`config.mk`:
```
export PLATFORM = sky130hd
export DESIGN_NAME = agc_gain_limit
export DESIGN_NICKNAME = d
export VERILOG_FILES = /design/src/rtl/agc_pkg.sv /design/src/rtl/agc_gain_limit.sv
export SDC_FILE = /design/constraint.sdc
export NUM_CORES = 2
export LEC_CHECK = 0
export ABC_AREA = 1
export BUFFER_PORTS_ARGS = -buffer_cell sky130_fd_sc_hd__buf_2
export CORE_MARGIN = 5
export CORE_UTILIZATION = 55
export DETAILED_ROUTE_END_ITERATION = 10
export PLACE_DENSITY = 0.73
export SYNTH_ARGS = -nofsm -noshare
export SYNTH_HDL_FRONTEND = slang
export SYNTH_SLANG_ARGS = --single-unit
```
`constraint.sdc`:
```
create_clock -name clk -period 14.3 [get_ports clk]
set_input_delay 0 -clock clk [delete_from_list [all_inputs] [get_ports clk]]
set_output_delay 0 -clock clk [all_outputs]
set_load 0.02 [all_outputs]
```
`src/rtl/agc_pkg.sv`:
```
// Constants and types for the gain correction and low limit block
`default_nettype none
package agc_pkg;
  localparam int DATA_W = 24;
  localparam logic [7:0] OFS_GAIN8 = 8'h1B;
  localparam logic [7:0] OFS_GAIN16 = 8'h1C;
  localparam logic [7:0] OFS_GAIN32 = 8'h1D;
  localparam logic [7:0] OFS_GAIN64 = 8'h1E;
  localparam logic [7:0] OFS_GAIN128 = 8'h1F;
  localparam logic [7:0] OFS_LOW_LIMIT = 8'h20;
  localparam logic [23:0] RST_GAIN = 24'h800000;
  localparam logic [23:0] RST_LIMIT = 24'h000000;
  localparam logic [2:0] GAIN_SEL_8 = 3'h3;
  localparam int NUM_GAIN = 5;
  localparam int FRAC_BITS = 23;
  // Register access request from the serial port decoder
  typedef struct packed {
    logic wr;
    logic rd;
    logic [7:0] addr;
    logic [23:0] wdata;
  } agc_req_type;
  // Calibration engine overwrite of one correction word
  typedef struct packed {
    logic load;
    logic [2:0] gain_sel;
    logic [23:0] word;
  } agc_cal_type;
endpackage
`default_nettype wire

```
`src/rtl/agc_gain_limit.sv`:
```
// Gain correction bank, gain scaling and result0 under-range compare
`default_nettype none
module agc_gain_limit
  import agc_pkg::*;
(
  input wire logic clk, // 100 MHz core clock
  input wire logic rst_n, // Async reset, active low
  input wire agc_req_type req, // Register access from serial port
  input wire agc_cal_type cal, // Calibration overwrite
  input wire logic [2:0] gain_sel, // Active amplifier gain code
  input wire logic [23:0] conv_word, // Offset-corrected signed result
  input wire logic conv_valid, // Result pulse
  input wire logic [23:0] result0_word, // First result register
  input wire logic result0_valid, // Result0 completed pulse
  input wire logic polarity_select, // 1 = unipolar
  input wire logic format_offset, // 1 = offset binary output format
  output logic [23:0] rdata, // Read data
  output logic rvalid, // Read data valid pulse
  output logic [23:0] scaled_word, // Gain-corrected result
  output logic scaled_valid, // Scaled result pulse
  output logic result0_under_flag // Under-range status
);
  logic [23:0] gain_reg [NUM_GAIN];
  logic [23:0] gain_next [NUM_GAIN];
  logic [23:0] limit_reg, limit_next;
  logic [23:0] rdata_next, scaled_next;
  logic rvalid_next, scaled_valid_next, flag_reg, flag_next;
  logic [2:0] gidx;
  logic [47:0] prod;
  logic signed [24:0] cmp_res, cmp_lim;

  ////////////////////////////////////////////////////////////////////////
  // Correction words: host writes, calibration overwrites take priority
  genvar g;
  generate
    for (g = 0; g < NUM_GAIN; g++) begin : g_gain
      always_comb begin
        gain_next[g] = gain_reg[g]; // Holds otherwise
        if (req.wr && req.addr == OFS_GAIN8 + 8'(g)) begin
          gain_next[g] = req.wdata;
        end
        if (cal.load && cal.gain_sel == GAIN_SEL_8 + 3'(g)) begin
          gain_next[g] = cal.word;
        end
      end
      always_ff @(posedge clk or negedge rst_n) begin
        if (!rst_n) begin
          gain_reg[g] <= RST_GAIN;
        end else begin
          gain_reg[g] <= gain_next[g];
        end
      end
    end
  endgenerate

  ////////////////////////////////////////////////////////////////////////
  // Scaling path; gain codes below 3 (GAIN_SEL_8) belong to another bank and pass through
  always_comb begin
    gidx = 3'h0; // Keeps the index in range for pass-through codes
    if (gain_sel >= GAIN_SEL_8) begin
      gidx = 3'(gain_sel - GAIN_SEL_8);
    end
    // Unsigned word, one integer bit: shift drops the 23 fraction bits
    prod = 48'($signed(conv_word) * $signed({1'b0, gain_reg[gidx]}));
    scaled_next = scaled_word;
    scaled_valid_next = conv_valid;
    if (conv_valid) begin
      if (gain_sel >= GAIN_SEL_8) begin
        scaled_next = prod[FRAC_BITS +: DATA_W];
      end else begin
        scaled_next = conv_word;
      end
    end
  end

  ////////////////////////////////////////////////////////////////////////
  // Register reads and low limit write
  always_comb begin
    limit_next = limit_reg;
    if (req.wr && req.addr == OFS_LOW_LIMIT) begin
      limit_next = req.wdata;
    end
    rvalid_next = req.rd;
    rdata_next = 24'h000000; // Unmapped offsets read zero
    if (req.rd) begin
      if (req.addr >= OFS_GAIN8 && req.addr <= OFS_GAIN128) begin
        rdata_next = gain_reg[3'(req.addr - OFS_GAIN8)];
      end else if (req.addr == OFS_LOW_LIMIT) begin
        rdata_next = limit_reg;
      end
    end
  end

  ////////////////////////////////////////////////////////////////////////
  // Compare in the active representation; unipolar offset data is unsigned
  always_comb begin
    // Bipolar two's complement is signed; all others compare unsigned
    if (!polarity_select && !format_offset) begin
      cmp_res = {result0_word[23], result0_word};
      cmp_lim = {limit_reg[23], limit_reg};
    end else begin
      cmp_res = {1'b0, result0_word};
      cmp_lim = {1'b0, limit_reg};
    end
    flag_next = flag_reg;
    if (result0_valid) begin
      flag_next = cmp_res < cmp_lim;
    end
  end

  // Output and state registers
  always_ff @(posedge clk or negedge rst_n) begin
    if (!rst_n) begin
      limit_reg <= RST_LIMIT;
      rdata <= 24'h000000;
      rvalid <= 1'b0;
      scaled_word <= 24'h000000;
      scaled_valid <= 1'b0;
      flag_reg <= 1'b0;
    end else begin
      limit_reg <= limit_next;
      rdata <= rdata_next;
      rvalid <= rvalid_next;
      scaled_word <= scaled_next;
      scaled_valid <= scaled_valid_next;
      flag_reg <= flag_next;
    end
  end
  assign result0_under_flag = flag_reg;
endmodule
`default_nettype wire

```
After elaboration in Yosys (flattened, before gate mapping). Index checks and enable logic that the tools add are counted.

Memory bits (read-only): 0. Bits in registers: 195. Memories: 0. Memory bits (writable): 0. Output and inout bits: 51. Bits in latches: 0.

Bitwise gates (word level): 2. $mul: 1. Muxes and demuxes: 23. Equal/unequal tests: 11. Shift-type cells: 0. Reduce and logical (&&, ||, !) cells: 20. Div/mod/pow operators: 0. Add/sub/neg operators: 2. $lt $le $gt $ge: 6.

Operators with widths (number): two-way mux 24 bit (18); binary-select mux 24 bit (select 3 bit) (2); two-way mux 25 bit (2); multiplier 24 x 25 -> 47 bit (1); == test 8 x 5 -> 1 bit, second input constant (5); < comparator 25 bit (1); logical AND 1 bit (13); == test 3 bit, second input constant (4); nonzero test 2 bit (5); == test 8 x 6 -> 1 bit, second input constant (1); greater-or-equal comparator 4 bit, second input constant (2); greater-or-equal comparator 8 x 5 -> 1 bit, second input constant (1); less-or-equal comparator 8 x 5 -> 1 bit, second input constant (1); NOT 3 -> 4 bit (2); subtractor 3 x 2 -> 3 bit, second input constant (2); == test 3 x 2 -> 1 bit, second input constant (1); greater-or-equal comparator 3 x 2 -> 1 bit, second input constant (1); two-way mux 3 bit (1); zero test 1 bit (2).

Logic depth before layout (Yosys ltp).
Depth in word-level cells: 8. Gate-level depth with buffers: 46. Depth with buffers taken out: 42.

Least setup slack after synthesis. OpenSTA, ideal clock, no wires.

Path type: in2reg. Start point: input port gain_sel[0]. End point: register scaled_word[15]. Slack: 7.286 ns. Arrival: 6.893 ns. Buffers on the path: 5. Cell stages on the path: 37. Data required time: 14.179 ns. Cells stage by stage: ha_1 -> ha_1 -> inv_1 -> nand2_2 -> nand2_2 -> buf_6 -> buf_6 -> buf_2 -> buf_2 -> nand3_1 -> nand2_1 -> nand2_1 -> inv_1 -> buf_2 -> nand2_1 -> fa_1 -> inv_1 -> fa_1 -> inv_1 -> fa_1 -> inv_1 -> fa_1 -> fa_1 -> fa_1 -> inv_1 -> fa_1 -> inv_1 -> ha_1 -> a21oi_1 -> o21ai_0 -> a21oi_1 -> o21ai_0 -> a211oi_1 -> o31ai_2 -> xor2_1 -> o21bai_1 -> nand2_1.

Longest elaborated chain between the ends: 8.

RTL lines: start: declaration (RTL line agc_gain_limit.sv:10) `input wire logic [2:0] gain_sel,`; subtractor 3 x 2 -> 3 bit / greater-or-equal comparator 3 x 2 -> 1 bit (equally long branches) (RTL line agc_gain_limit.sv:61, agc_gain_limit.sv:60, agc_gain_limit.sv:68); two-way mux 3 bit (RTL line agc_gain_limit.sv:60) `if (gain_sel >= GAIN_SEL_8) begin`; NOT 3 -> 4 bit (implied by the code) (RTL line agc_gain_limit.sv:64) `prod = 48'($signed(conv_word) * $signed({1'b0, gain_reg[gidx]}));`; binary-select mux 24 bit (select 3 bit) (RTL line agc_gain_limit.sv:64); two-way mux 24 bit (implied by the code) (2 in series) (RTL line agc_gain_limit.sv:64); multiplier 24 x 25 -> 47 bit (RTL line agc_gain_limit.sv:64); two-way mux 24 bit * (RTL line agc_gain_limit.sv:68) `if (gain_sel >= GAIN_SEL_8) begin`; end signal: assignment (RTL line agc_gain_limit.sv:124) `scaled_word <= scaled_next;`; end: declaration (RTL line agc_gain_limit.sv:19) `output logic [23:0] scaled_word,`.

Every way passes the cells marked *; elsewhere a longest branch is shown, timed or not. The select of a mux whose other input is x is not followed. A chain may end at the register's enable or synchronous reset.

Final worst setup path.
Start point: input port gain_sel[0]. End point: register scaled_word[22].

Same word-level chain as after synthesis.

==> impl_metrics.tcl <==
set metrics [dict create \
    synth_cell_types 52 \
    hold_start "conv_word[2]" \
    wl_mm 102.0 \
    min_period_ps 8927 \
    io_pins 170 \
    initial_utilization 0.5519 \
    wl_per_cell_um 22.32 \
    cts_tree "built" \
    overflow 0 \
    cp-startpoint "gain_sel[0]" \
    h-tree-depth 4 \
    tns_ps 0 \
    clock_skew_ps 29.34 \
    drt-pass1-iter-count 8 \
    rows 85 \
    vias 26959 \
    hold_viol_final 0 \
    critPathMaxStageDelay_ps 690 \
    max_freq_mhz 112.0 \
    crit_fanout 58 \
    setup_viol 0 \
    ctsResizeCount 0 \
    insertion_delay_ps 520 \
    die_x_um 241.9 \
    core_um2 53600 \
    rsz0062_at_grt "false" \
    post-route-period-util 0.6242 \
    area_growth_pct 9.242 \
    first_global_vias 27569 \
    post-dp-hpwl_mm 76.68 \
    path_clk_slew_ps 90 \
    synth-seq-cells 195 \
    holdWs_ps 47.30 \
    synth_top_area_share 0.3255 \
    grt_pass1_wl_mm 158.5 \
    cts_buffers 17 \
    r2r_slack_ps 6390 \
    yosys_most_used_dff "dfrtp_1" \
    grtUsageTotal 0.3468 \
    syn_avg_cell_area_um2 7.920 \
    crit_type "input pin to flip-flop" \
    ctsRootBufferMaster "clkbuf_16" \
    route.detailed.drc 0 \
    synth_nets 4549 \
    hold_class "input pin to flip-flop" \
    largest_register_ffs 120 \
    avgViaCountPerCell 5.902 \
    cap_violations 0 \
    status "complete, no violations" \
    crit_path_end_kind "flip-flop" \
    drtAntennaViolNets 0 \
    cts_sinks 195 \
    layout_common_cells "inv_1, nand2_1, fa_1" \
    dieArea_um2 58520 \
    postSynthCellCount 3735 \
    drt_iter0_markers 2945 \
    synth_top_area_cell "fa_1" \
    die_h_um 241.9 \
    drive_gt1_frac 0.07215 \
    fill_cells 4814 \
    nets 4668 \
    syn_area_um2 29580 \
    worst_slew_pin_slew_ps 1273 \
    synth_edf_count 0 \
    cp.required_ps 14690 \
    synth_seq_area_share 0.1652 \
    yosys_warnings 0 \
    drv_slew 0 \
    antenna_found_initial 5 \
    grt_max_degree 74 \
    ys_top_cells_by_area "fa_1, dfrtp_1, inv_1, ha_1, nand2_1" \
    synthArstFlopShare 1.000 \
    reg2reg_from "gain_reg[104]$_DFFE_PN0P_" \
    worstPathArrival_ps 9310 \
    gp_congestion 0.9846 \
    startpoint_type "input pin" \
    crit_top_cell "inv_1" \
    io_buffers 169 \
    slowest_stage "nand2_2" \
    cts_buffer_depth 2 \
    slew_headroom 0.1495 \
    final_common_cell "inv_1" \
]
## routing by layer
layer,up-vias,GRT usage,wire length (µm)
met4,0,0.1474,5215
met3,388,0.1097,13610
li1,11752,-,-
met1,12936,0.4564,38510
met2,1883,0.5349,44620
met5,-,0,0
## cell families (layout without fill, tap and decap cells)
logic type | Yosys count | after routing | synth area share
compound gates | 651 | 651 | 0.1271
xor+xnor | 21 | 21 | 0.006217
fa+ha+maj | 695 | 695 | 0.4160
buf+inv | 966 | 1098 | 0.1253
flops | 195 | 195 | 0.1652
other cells | 0 | 5 | 0
simple gates | 1207 | 1207 | 0.1602
## worst max-delay path, delay by kind of cell
family          cells  cell delay, ps
fa+ha+maj          10            4140
simple gates        8            1940
buf+inv            10            1730
compound gates      9            1470
## cell usage after synthesis, types with 9 or more instances
library cell and n:
a211oi_1 35, a21oi_1 203, a221oi_1 27, a31oi_1 24
buf_1 14, buf_2 44, clkbuf_1 129, dfrtp_1 190
fa_1 481, ha_1 214, inv_1 759, nand2_1 687
nand3_1 78, nor2_1 404, nor3_1 10, o211ai_1 26
o21ai_0 221, o21ai_1 9, o21bai_1 10, o22ai_1 65
xor2_1 16
## final cells by class
type / count / area (µm²) / share of cell area
clock inverters: 15 / 229.0 / 0.007085
multi-input cells: 2574 / 21010 / 0.6500
well taps: 696 / 870.8 / 0.02695
inverters: 775 / 2909 / 0.09002
repair buffers: 291 / 1978 / 0.06121
diodes: 5 / 12.51 / 0.0003872
clock buffers: 17 / 425.4 / 0.01316
flip-flops and latches: 195 / 4886 / 0.1512
## final timing paths
| check | end | cells past startpoint |
|---|---|---|
| worst max-delay path | scaled_word[22]$_DFFE_PN0P_ | 37 |
| worst min-delay path | scaled_word[2]$_DFFE_PN0P_ | 3 |
| worst max register to register | scaled_word[22]$_DFFE_PN0P_ | 30 |
| worst min register to register | scaled_word[12]$_DFFE_PN0P_ | 2 |
| max in group asynchronous | scaled_word[13]$_DFFE_PN0P_ | 4 |
| min in group asynchronous | rdata[5]$_DFF_PN0_ | 3 |
## metrics by stage
stage	std cells	setup slack (ps)	cell area (µm²)	util
after floorplan	3735	7286	29580	-
after global placement	4448	5259	30820	0.5750
after detailed placement	4448	5025	30820	0.5750
after CTS	4563	5531	32300	0.6027
after global routing	4563	4838	32300	0.6027
final	4568	5373	32320	0.6029
## repair_timing
item | CTS | global route
buffers inserted | 0 | 0
endpoints found under the hold margin | 209 | 0
endpoints found under the setup margin | 0 | 0
hold buffers | 83 | 0
Power is left out: the tool's default activity adds up to more than one toggle a clock period on the data nets, which glitch-free logic cannot reach.
